## config.mk

```make
export PLATFORM = sky130hd
export DESIGN_NAME = spr_csr
export DESIGN_NICKNAME = d
export VERILOG_FILES = /design/src/verilog/spr_pkg.sv /design/src/verilog/spr_csr.sv
export SDC_FILE = /design/constraint.sdc
export NUM_CORES = 1
export LEC_CHECK = 0
export BUFFER_PORTS_ARGS = -buffer_cell sky130_fd_sc_hd__buf_2
export CORE_UTILIZATION = 56
export CTS_CLUSTER_DIAMETER = 80
export DETAILED_ROUTE_END_ITERATION = 6
export PLACE_DENSITY = 0.82
export SETUP_SLACK_MARGIN = 0.2
export SLEW_MARGIN = 10
export SYNTH_ARGS = -nofsm -noshare
export SYNTH_HDL_FRONTEND = slang
export SYNTH_SLANG_ARGS = --single-unit
```

## constraint.sdc

```tcl
create_clock -name i_sys_clk -period 2.85 [get_ports i_sys_clk]
set_input_delay 0 -clock i_sys_clk [delete_from_list [all_inputs] [get_ports i_sys_clk]]
set_output_delay 0 -clock i_sys_clk [all_outputs]
set_load 0.1 [all_outputs]
```

## src/verilog/spr_pkg.sv

```systemverilog
// Package for the serial port software recovery register block
package spr_pkg;

  // ------------------------------------------------------------
  // Register byte offsets
  // ------------------------------------------------------------
  localparam logic [11:0] OFS_BLOCK_HEADER   = 12'h000;
  localparam logic [11:0] OFS_LINK_TIMEOUT   = 12'h020;
  localparam logic [11:0] OFS_RESP_TIMEOUT   = 12'h024;
  localparam logic [11:0] OFS_GENERAL_CTRL   = 12'h03C;
  localparam logic [11:0] OFS_LINK_REQUEST   = 12'h040;
  localparam logic [11:0] OFS_LINK_RESPONSE  = 12'h044;
  localparam logic [11:0] OFS_LOCAL_TAG      = 12'h048;
  localparam logic [11:0] OFS_ERROR_STATUS   = 12'h058;

  // ------------------------------------------------------------
  // Field positions (bit 0 is the least significant data bit)
  // ------------------------------------------------------------
  localparam int unsigned HDR_TYPE_LSB       = 16;
  localparam logic [15:0] BLOCK_TYPE_ID      = 16'h0002;
  localparam int unsigned TIMEOUT_W          = 24;
  localparam logic [23:0] TIMEOUT_RST        = 24'hFFFFFF;
  localparam int unsigned GC_HOST            = 0;
  localparam int unsigned GC_MASTER          = 1;
  localparam int unsigned GC_DISCOVERED      = 2;
  localparam int unsigned REQ_CMD_LSB        = 29;
  localparam logic [2:0]  REQ_CMD_RST        = 3'h0;
  localparam int unsigned RSP_VALID          = 0;
  localparam int unsigned RSP_TAG_LSB        = 22;
  localparam int unsigned RSP_LINK_LSB       = 27;
  localparam int unsigned TAG_DISCARD        = 0;
  localparam int unsigned TAG_RX_LSB         = 3;
  localparam int unsigned TAG_OLDEST_LSB     = 19;
  localparam int unsigned TAG_TX_LSB         = 27;
  localparam logic [4:0]  TAG_RST            = 5'h00;
  localparam int unsigned ES_OUT_RETRY_ENC   = 11;
  localparam int unsigned ES_OUT_RETRIED     = 12;
  localparam int unsigned ES_OUT_RETRY_STOP  = 13;
  localparam int unsigned ES_OUT_ERR_ENC     = 14;
  localparam int unsigned ES_OUT_ERR_STOP    = 15;
  localparam int unsigned ES_IN_RETRY_STOP   = 21;
  localparam int unsigned ES_IN_ERR_ENC      = 22;
  localparam int unsigned ES_IN_ERR_STOP     = 23;
  localparam int unsigned ES_PW_PENDING      = 27;
  localparam int unsigned ES_PORT_ERR        = 29;
  localparam int unsigned ES_PORT_OK         = 30;
  localparam int unsigned ES_PORT_UNINIT     = 31;

  // ------------------------------------------------------------
  // Carriers
  // ------------------------------------------------------------
  typedef struct packed {
    logic       resp_rx;        // Link-response received, one cycle
    logic [4:0] resp_tag_state; // Tag status field of that response
    logic [4:0] resp_link_state;// Link status field of that response
    logic       req_sent;       // Link-request has left the port, one cycle
    logic       tx_tag_adv;     // Port sent a packet, next tag advances
    logic [4:0] rx_expected_tag;
    logic [4:0] tx_oldest_unacked_tag;
    logic       out_retry_stop;
    logic       out_err_stop;
    logic       in_retry_stop;
    logic       in_err_stop;
    logic       ack_rx;         // Packet-accepted or not-accepted seen
    logic       pw_event;       // Condition calling for a port-write
    logic       fatal_event;    // Error hardware could not recover
    logic       port_ok;
  } spr_port_stat_t;

  typedef struct packed {
    logic                 link_req;      // Send one link-request, pulse
    logic [2:0]           link_req_cmd;
    logic                 discard_tags;  // Drop unacknowledged packets, pulse
    logic                 tx_tag_load;   // Software loaded tx_next_tag, pulse
    logic [4:0]           tx_next_tag;
    logic [TIMEOUT_W-1:0] link_timeout;
    logic [TIMEOUT_W-1:0] resp_timeout;
    logic                 host;
    logic                 req_permit;
    logic                 discovered;
  } spr_port_ctrl_t;

endpackage

```

## src/verilog/spr_csr.sv

```systemverilog
// Register block for software assisted serial port error recovery
//
// Added by the designer: the address-and-strobe port.
`timescale 1ns/1ps
// How it works
// - Header: type id 0x0002 in bits 16-31, fixed next pointer in 0-15.
// - Link time-out in bits 0-23 is shared, bounds ack and link-response waits.
// - Both time-out fields reset to all ones, the longest interval.
// - Response time-out in bits 0-23 is shared, bounds request to response.
// - General control bit 0 marks host (1) or agent (0).
// - General control bit 1 clear forbids issuing requests; set allows them.
// - General control bit 2 records the device as discovered.
// - Each request write sends one link-request with command bits 29-31.
// - Response valid sets on response or send if none expected; read clears.
// - Response captures tag status in 22-26, link status in 27-31, reset zero.
// - Writing 1 to tag bit 0 discards outstanding packets; bit reads zero.
// - Tag bits 3-7 show next expected input tag, reset zero.
// - Tag bits 19-23 show oldest unacknowledged output tag.
// - Tag bits 27-31 hold next transmit tag; writing it forces retransmission.
// - Status bit 11 sets with bit 13, holds until written with 1.
// - Status bit 12 sets with bit 13, clears on accept or not-accept.
// - Bits 13, 15, 21, 23 show retry and error stopped states.
// - Status bit 14 sets with bit 15, holds until written with 1.
// - Status bit 22 sets with bit 23, holds until written with 1.
// - Status bit 27 sets on port-write condition, holds until written with 1.
// - Status bit 29 sets on unrecoverable error, holds until written with 1.
// - Bit 30 port ok, bit 31 uninitialised resets 1, never both set.
module spr_csr #(
  parameter int unsigned ADDR_W      = 12,
  parameter logic [15:0] NEXT_PTR    = 16'h0000,
  parameter logic        HOST_RST    = 1'b0,
  parameter logic        MASTER_RST  = 1'b0,
  parameter logic        DISC_RST    = 1'b0,
  parameter logic [7:0]  NORESP_MASK = 8'h08
) (
  // Clock, reset, enable
  input  wire logic                   i_sys_clk,
  input  wire logic                   i_rst_b,
  input  wire logic                   i_ce,
  // Register port
  input  wire logic [ADDR_W-1:0]      i_addr,
  input  wire logic [31:0]            i_wdata,
  input  wire logic                   i_wr,
  input  wire logic                   i_rd,
  output logic      [31:0]            o_rdata,
  // Port logic
  input  wire spr_pkg::spr_port_stat_t i_stat,
  output spr_pkg::spr_port_ctrl_t     o_ctrl
);

  // Offsets up to 0x58 need seven address bits
  if (ADDR_W < 7 || ADDR_W > 12)
  begin : g_bad_addr_w
    $error("spr_csr: ADDR_W must lie in 7..12");
  end

  // ------------------------------------------------------------
  // State
  // ------------------------------------------------------------
  typedef struct packed {
    logic [31:0]            rdata;
    spr_pkg::spr_port_ctrl_t ctrl;
    logic                   resp_valid;
    logic [4:0]             resp_tag;
    logic [4:0]             resp_link;
    logic                   noresp_wait;
    logic                   out_retry_enc;
    logic                   out_retried;
    logic                   retry_stop_q;
    logic                   out_err_enc;
    logic                   in_err_enc;
    logic                   pw_pend;
    logic                   port_err;
  } spr_state_t;

  spr_state_t st;
  spr_state_t next_st;

  function automatic logic hit(input logic [ADDR_W-1:0] a, input logic [11:0] ofs);
    hit = (12'(a) == ofs);
  endfunction

  // Sticky flag: hardware set wins over a write-one clear
  function automatic logic sticky(input logic cur, input logic set,
                                  input logic clr);
    sticky = set | (cur & ~clr);
  endfunction

  logic wr_req;
  logic wr_tag;
  logic wr_es;
  logic rd_rsp;
  logic no_resp_cmd;
  logic retry_rise;

  always_comb
  begin
    wr_req      = i_wr & hit(i_addr, spr_pkg::OFS_LINK_REQUEST);
    wr_tag      = i_wr & hit(i_addr, spr_pkg::OFS_LOCAL_TAG);
    wr_es       = i_wr & hit(i_addr, spr_pkg::OFS_ERROR_STATUS);
    rd_rsp      = i_rd & hit(i_addr, spr_pkg::OFS_LINK_RESPONSE);
    no_resp_cmd = NORESP_MASK[st.ctrl.link_req_cmd];
    retry_rise  = i_stat.out_retry_stop & ~st.retry_stop_q;
  end

  // ------------------------------------------------------------
  // Next state
  // ------------------------------------------------------------
  always_comb
  begin
    next_st = st;
    next_st.ctrl.link_req     = 1'b0;
    next_st.ctrl.discard_tags = 1'b0;
    next_st.ctrl.tx_tag_load  = 1'b0;
    next_st.retry_stop_q      = i_stat.out_retry_stop;

    if (i_wr && hit(i_addr, spr_pkg::OFS_LINK_TIMEOUT))
      next_st.ctrl.link_timeout = i_wdata[spr_pkg::TIMEOUT_W-1:0];
    if (i_wr && hit(i_addr, spr_pkg::OFS_RESP_TIMEOUT))
      next_st.ctrl.resp_timeout = i_wdata[spr_pkg::TIMEOUT_W-1:0];
    if (i_wr && hit(i_addr, spr_pkg::OFS_GENERAL_CTRL))
    begin
      next_st.ctrl.host       = i_wdata[spr_pkg::GC_HOST];
      next_st.ctrl.req_permit = i_wdata[spr_pkg::GC_MASTER];
      next_st.ctrl.discovered = i_wdata[spr_pkg::GC_DISCOVERED];
    end

    // Link-request launch; a new request restarts the response wait
    if (wr_req)
    begin
      next_st.ctrl.link_req_cmd = i_wdata[spr_pkg::REQ_CMD_LSB +: 3];
      next_st.ctrl.link_req     = 1'b1;
      next_st.noresp_wait       = 1'b1;
    end
    else if (i_stat.req_sent)
      next_st.noresp_wait = 1'b0;

    if (i_stat.resp_rx)
    begin
      next_st.resp_tag  = i_stat.resp_tag_state;
      next_st.resp_link = i_stat.resp_link_state;
    end
    next_st.resp_valid = sticky(st.resp_valid,
                                i_stat.resp_rx |
                                (i_stat.req_sent & st.noresp_wait & no_resp_cmd),
                                rd_rsp);

    // Next transmit tag: software load beats the port's own advance
    if (wr_tag)
    begin
      next_st.ctrl.tx_next_tag  = i_wdata[spr_pkg::TAG_TX_LSB +: 5];
      next_st.ctrl.tx_tag_load  = 1'b1;
      next_st.ctrl.discard_tags = i_wdata[spr_pkg::TAG_DISCARD];
    end
    else if (i_stat.tx_tag_adv)
      next_st.ctrl.tx_next_tag = st.ctrl.tx_next_tag + 5'h01;

    next_st.out_retry_enc = sticky(st.out_retry_enc, i_stat.out_retry_stop,
                                   wr_es & i_wdata[spr_pkg::ES_OUT_RETRY_ENC]);
    next_st.out_retried   = sticky(st.out_retried, retry_rise, i_stat.ack_rx);
    next_st.out_err_enc   = sticky(st.out_err_enc, i_stat.out_err_stop,
                                   wr_es & i_wdata[spr_pkg::ES_OUT_ERR_ENC]);
    next_st.in_err_enc    = sticky(st.in_err_enc, i_stat.in_err_stop,
                                   wr_es & i_wdata[spr_pkg::ES_IN_ERR_ENC]);
    next_st.pw_pend       = sticky(st.pw_pend, i_stat.pw_event,
                                   wr_es & i_wdata[spr_pkg::ES_PW_PENDING]);
    next_st.port_err      = sticky(st.port_err, i_stat.fatal_event,
                                   wr_es & i_wdata[spr_pkg::ES_PORT_ERR]);

    // Read data; unmapped and reserved bits give zero
    next_st.rdata = 32'h00000000;
    if (i_rd)
    begin
      if (hit(i_addr, spr_pkg::OFS_BLOCK_HEADER))
        next_st.rdata = {spr_pkg::BLOCK_TYPE_ID, NEXT_PTR};
      else if (hit(i_addr, spr_pkg::OFS_LINK_TIMEOUT))
        next_st.rdata = {8'h00, st.ctrl.link_timeout};
      else if (hit(i_addr, spr_pkg::OFS_RESP_TIMEOUT))
        next_st.rdata = {8'h00, st.ctrl.resp_timeout};
      else if (hit(i_addr, spr_pkg::OFS_GENERAL_CTRL))
        next_st.rdata = {29'h00000000, st.ctrl.discovered,
                         st.ctrl.req_permit, st.ctrl.host};
      else if (hit(i_addr, spr_pkg::OFS_LINK_REQUEST))
        next_st.rdata = {st.ctrl.link_req_cmd, 29'h00000000};
      else if (hit(i_addr, spr_pkg::OFS_LINK_RESPONSE))
        next_st.rdata = {st.resp_link, st.resp_tag, 21'h000000, st.resp_valid};
      else if (hit(i_addr, spr_pkg::OFS_LOCAL_TAG))
        // Discard bit always reads zero
        next_st.rdata = {st.ctrl.tx_next_tag, 3'h0,
                         i_stat.tx_oldest_unacked_tag, 11'h000,
                         i_stat.rx_expected_tag, 3'h0};
      else if (hit(i_addr, spr_pkg::OFS_ERROR_STATUS))
        next_st.rdata = {~i_stat.port_ok, i_stat.port_ok, st.port_err, 1'b0,
                         st.pw_pend, 3'h0,
                         i_stat.in_err_stop, st.in_err_enc, i_stat.in_retry_stop,
                         5'h00,
                         i_stat.out_err_stop, st.out_err_enc,
                         i_stat.out_retry_stop, st.out_retried, st.out_retry_enc,
                         11'h000};
    end
  end

  // ------------------------------------------------------------
  // Registers
  // ------------------------------------------------------------
  always_ff @(posedge i_sys_clk)
  begin
    if (!i_rst_b)
    begin
      st                   <= '0;
      st.ctrl.link_timeout <= spr_pkg::TIMEOUT_RST;
      st.ctrl.resp_timeout <= spr_pkg::TIMEOUT_RST;
      st.ctrl.host         <= HOST_RST;
      st.ctrl.req_permit   <= MASTER_RST;
      st.ctrl.discovered   <= DISC_RST;
      st.ctrl.link_req_cmd <= spr_pkg::REQ_CMD_RST;
      st.ctrl.tx_next_tag  <= spr_pkg::TAG_RST;
    end
    else if (i_ce)
      st <= next_st;
  end

  assign o_rdata = st.rdata;
  assign o_ctrl  = st.ctrl;
endmodule

```

# [After elaboration in Yosys (flattened, before gate mapping)]
# Memory sizes are Yosys's and may differ from the RTL's. A register that Yosys moved wholly into a read port is not among the register bits.
# Cells that the tools add are included.
# Widths: inputs -> output; s select.
[word_totals] wordCells=99 ff_bits=113 out_inout_bits=94 mem_count=1 input_bits=80 rom_bits=8 latchBits=0 mem_bits_rw=0
[classes] mul=0 mux=18 addsub=1 n_shift=0 reduce_logical=13 eq_ne=7 n_div=0 n_lt_le_gt_ge=1 bitwise=36
[mem_list] memory="(no name shown)" words=8 word_bits=1 rd=1 rd_clocked_by_memory_dff=1 wr=0 line="spr_csr.sv:102" source="no_resp_cmd = NORESP_MASK[st.ctrl.link_req_cmd];"
[ops] op="$mux 32" n=9
[ops] op="$eq 12x7->1 const B" n=4
[ops] op="$eq 12x6->1 const B" n=3
[ops] op="$and 1x1->1" n=19
[ops] op="$reduce_and 2->1" n=7
[ops] op="$logic_not 12->1" n=1
[ops] op="$mux 5" n=2
[ops] op="$not 1->1" n=9
[ops] op="$or 1x1->1" n=8
[ops] op="$mux 3" n=2
[ops] op="$add 5x1->5 const B" n=1
[ops] op="$lt 3x4->1 const B" n=1
[ops] op="$mux 4" n=1
[ops] op="$reduce_bool 2->1" n=2
[ops] op="$logic_and 1x1->1" n=3
[ops] op="$mux 1" n=3
[ops] op="$mux 2" n=1

# [Longest topological paths before layout]
[depth] ltp_word=10 mapped_depth=8 depth_no_buf=5

# [Least setup slack after synthesis]
# Ideal clock, no wire load.
[synth_timing] path_kind="input to register" startpoint="in i_addr[11]" endpoint="reg st[6] (netlist bit)" required_ns=2.717 arrival_ns=1.368 setup_ns=0.133 path_buffers=1 stages=5 path_slack_ns=1.350 path_cell_list="or4_1 -> buf_2 -> nor4_4 -> and2_4 -> a311oi_1"
[synth_via] elab_chain_len=6
[synth_rtl] element="from (decl)" line="spr_csr.sv:41" source="input wire logic [ADDR_W-1:0] i_addr,"
[synth_rtl] element="$eq 12x7->1" line="spr_csr.sv:80" source="hit = (12'(a) == ofs);"
[synth_rtl] element="$and 1x1->1" line="spr_csr.sv:100" source="wr_es = i_wr & hit(i_addr, spr_pkg::OFS_ERROR_STATUS);"
[synth_rtl] element="$and 1x1->1" line="spr_csr.sv:159" source="wr_es & i_wdata[spr_pkg::ES_OUT_RETRY_ENC]);"
[synth_rtl] element="$not 1->1" line="spr_csr.sv:86" source="sticky = set | (cur & ~clr);"
[synth_rtl] element="$and 1x1->1" line="spr_csr.sv:86"
[synth_rtl] element="$or 1x1->1" line="spr_csr.sv:86"
[synth_rtl] element="to (signal assigned)" line="spr_csr.sv:220" source="st <= next_st;"
[synth_rtl] element="to (decl)" line="spr_csr.sv:76" source="spr_state_t st;"
# Every way passes these cells.
# A chain may end at the register's enable or synchronous reset.

# [Worst setup path in the final report]
[layout_timing] startpoint="in i_addr[8]" endpoint="reg st (netlist bit o_rdata[19])"
[layout_via] elab_chain_len=9 word_cells_on_any_way=15 classes_between="eq/ne: 6; mux: 8; reduce/logical: 1"
[layout_rtl] element="$eq 12x7->1" line="spr_csr.sv:80"
[layout_rtl] element="$mux 32" line="spr_csr.sv:187" source="else if (hit(i_addr, spr_pkg::OFS_LOCAL_TAG))"
[layout_rtl] element="$mux 32" line="spr_csr.sv:185" source="else if (hit(i_addr, spr_pkg::OFS_LINK_RESPONSE))"
[layout_rtl] element="$mux 32" line="spr_csr.sv:183" source="else if (hit(i_addr, spr_pkg::OFS_LINK_REQUEST))"
[layout_rtl] element="$mux 32" line="spr_csr.sv:180" source="else if (hit(i_addr, spr_pkg::OFS_GENERAL_CTRL))"
[layout_rtl] element="$mux 32" line="spr_csr.sv:178" source="else if (hit(i_addr, spr_pkg::OFS_RESP_TIMEOUT))"
[layout_rtl] element="$mux 32" line="spr_csr.sv:176" source="else if (hit(i_addr, spr_pkg::OFS_LINK_TIMEOUT))"
[layout_rtl] element="$mux 32 (*)" line="spr_csr.sv:174" source="if (hit(i_addr, spr_pkg::OFS_BLOCK_HEADER))"
[layout_rtl] element="$mux 32 (*)" line="spr_csr.sv:172" source="if (i_rd)"
# Mark *: on every way between the ends. The rest lies on a longest branch, timed or not.

==> impl_metrics.json <==
{
  "clk_path_buf_depth": 2,
  "tns_ns": 0,
  "synth_area_mm2": 0.00569,
  "area_delta_synth_final_pct": 24.6,
  "synth_edf_count": 0,
  "cp-end-kind": "register",
  "clk_latency_ns": 0.51,
  "hold_path.class": "in -> reg",
  "grt_antenna_before_repair": 0,
  "cellPowerDensity_mw_per_mm2": 558,
  "fin_crit_sh": 0.765,
  "ant_nets": 0,
  "dr.first_iter.drc_count": 397,
  "cts-resized-gates": 0,
  "hpwl_um": 11000,
  "core_area_mm2": 0.00982,
  "gp_congestion": 0.868,
  "overflow": 0,
  "min_period_ns": 2.18,
  "final_nets": 906,
  "max_cap_viol_count": 0,
  "cp.arrival_ns": 2.64,
  "timing.fmax_ghz": 0.459,
  "post-route-worst-setup-slack_ns": 0.670,
  "htreeDepth": 4,
  "first_global_vias": 5373,
  "synth_area_leader_cell": "dfxtp_1",
  "grt_pass1_wl_um": 26000,
  "diodes": 0,
  "yosys_warnings": 0,
  "wl_um": 17200,
  "drc": 0,
  "via_per_inst": 5.79,
  "grt_util_all_layers": 0.325,
  "r2r_slack_ns": 1.45,
  "worst_pin_slew_ns": 1.08,
  "critical-path-slowest-cell": "dlygate4sd3_1",
  "pre_cts_ws_ns": 0.845,
  "setup_viol": 0,
  "rsz0062_at_grt": "no",
  "die-height_um": 103,
  "synth_seq_cells": 114,
  "peakVddDrop_mv": 0.433,
  "path_clk_slew_ns": 0.06,
  "status": "finished clean",
  "drtPass1Iterations": 5,
  "synth_cell_types": 50,
  "p_leak_nw": 3.14,
  "cts-root-buf": "clkbuf_8",
  "synth_cells": 700,
  "cp_cell_sequence": "dlygate4sd3_1 -> buf_2 -> nor3_1 -> and2_1 -> and3_1 -> a22oi_1 -> o31ai_1 -> dlygate4sd3_1",
  "crit_top_cell": "dlygate4sd3_1",
  "ys.flop_type": "dfxtp_1",
  "relSlewSlack": 0.281,
  "pin_count": 174,
  "io_buffers": 170,
  "finClkSkew_ns": 0.00696,
  "cts_setup_buffers": 0,
  "whs_path_depth": 5,
  "maxSlewViolCount": 0,
  "start_kind": "input port",
  "synthArstFlopShare": 0,
  "crit_required_ns": 3.31,
  "postPlaceCellArea_mm2": 0.00589,
  "die_w_um": 103,
  "r2r_cells": 4,
  "cts_tree": "yes",
  "synth_seq_area_share": 0.401,
  "die_area_mm2": 0.0106,
  "num_vias": 5612,
  "rows": 36,
  "max_stage_delay_ns": 0.57,
  "hold_buffers": 64,
  "path_max_fanout": 10,
  "synth_top_area_share": 0.401,
  "start_util": 0.579,
  "wl_per_cell_um": 17.7,
  "syn_area_per_cell_um2": 8.13,
  "path_class": "in -> reg",
  "numCtsBuffers": 17,
  "ys_top_cells_by_area": "dfxtp_1 (40%), buf_4 (12%), nand2_1 (10%), nand3_1 (5.3%), a21oi_1 (3.5%)",
  "drive_gt1_frac": 0.271,
  "clock-sinks": 114,
  "hold_violations": 0,
  "grt_max_degree": 56,
  "final_area_mm2": 0.00709,
  "synth_fp_nets": 781
}
-- placed cells by master (no fill, tap or decap), types with 3 or more instances in the layout --
cell / netlist / layout
o31ai_1: 3 / 3
clkinvlp_4: 0 / 4
nor3_1: 5 / 5
nor3b_1: 4 / 4
o21ai_0: 20 / 20
buf_2: 13 / 170
a22oi_1: 14 / 14
nor2_1: 17 / 16
mux2i_1: 13 / 13
nand2b_1: 14 / 14
mux2_2: 7 / 7
clkbuf_16: 0 / 16
nand4_1: 7 / 7
a32oi_1: 12 / 12
o21a_1: 3 / 3
dlygate4sd3_1: 0 / 64
buf_4: 94 / 8
a21oi_1: 40 / 40
nand2_1: 155 / 155
nor4_4: 4 / 4
a311oi_1: 5 / 5
a32o_1: 5 / 5
and2_1: 4 / 4
nor2b_1: 9 / 9
nand3_1: 60 / 60
and3_1: 8 / 8
clkinv_2: 0 / 4
o22ai_1: 7 / 7
a31oi_1: 5 / 5
clkbuf_8: 0 / 3
dfxtp_1: 114 / 114
-- critical path, delay by kind of cell --
kind	cells	cell delay, ns
buf+inv	3	1.31
simple gates	3	0.99
compound gates	2	0.34
-- where the power goes --
part,leakage (nW),internal [mW],total [mW],switching [mW]
Clock,0.266,1.28,2.02,0.741
Combinational,1.95,0.139,0.315,0.176
Sequential,0.923,1.61,1.62,0.0121
-- sequential cells by signal, indices dropped and copies added, names as in the netlist --
name / count
no_resp_cmd: 1
o_ctrl: 62
st: 19
o_rdata: 32
-- layer usage --
metal | vias to the layer above | wire (um) | share of wire | track usage
li1 | 2594 | - | - | -
met1 | 2614 | 6480 | 0.38 | 0.373
met2 | 334 | 8450 | 0.49 | 0.550
met3 | 70 | 1500 | 0.087 | 0.0732
met4 | 0 | 775 | 0.045 | 0.205
met5 | - | 0 | 0 | 0
-- through the flow --
stage | hold slack, ns | util | power (mW) | cells
after global routing | 0.0262 | 0.722 | 4.06 | 970
after global placement | 0.219 | 0.600 | 1.88 | 875
final | 0.0153 | 0.722 | 3.96 | 970
after floorplan | 0.110 | - | 1.79 | 700
after detailed placement | 0.227 | 0.600 | 1.89 | 875
after CTS | 0.00113 | 0.722 | 3.94 | 970
-- path summary, 6_finish.rpt --
path                                     to        from
worst min-delay path            o_rdata[28]   i_addr[9]
worst min register to register       st[17]      st[17]
worst max register to register  o_rdata[19]  o_ctrl[22]
worst max-delay path            o_rdata[19]   i_addr[8]
-- cell type report --
cell class                 instances  area [um2]
fill                             753        2730
multi-input combinational        448        2520
sequential                       114        2280
timing repair buffer             242        1550
clock buffer                      21         449
tap                              133         166
clock inverter                    10         110
inverter                           2        7.51
-- cell families after synthesis --
group / Yosys count / synth area share
AOI/OAI and AO/OA: 123 / 0.140
buffers and inverters: 138 / 0.156
muxes: 20 / 0.0367
DFF: 114 / 0.401
adders and majority gates: 1 / 0.00220
and+or+nand+nor: 304 / 0.264
-- synth_stat cells, types with 2 or more instances --
cell      count
nand2_1     155
dfxtp_1     114
buf_4        94
nand3_1      60
a21oi_1      40
clkbuf_1     28
o21ai_0      20
nor2_1       17
a22oi_1      14
nand2b_1     14
buf_2        13
mux2i_1      13
a32oi_1      12
nor2b_1       9
and3_1        8
mux2_2        7
nand4_1       7
o22ai_1       7
a311oi_1      5
a31oi_1       5
a32o_1        5
nor3_1        5
and2_1        4
nor3b_1       4
nor4_4        4
o21a_1        3
o31ai_1       3
a21boi_0      2
a21o_1        2
a22o_1        2
inv_1         2
nor4_1        2
nor4b_2       2
or3_1         2
Power figures use the tool's default switching activity.
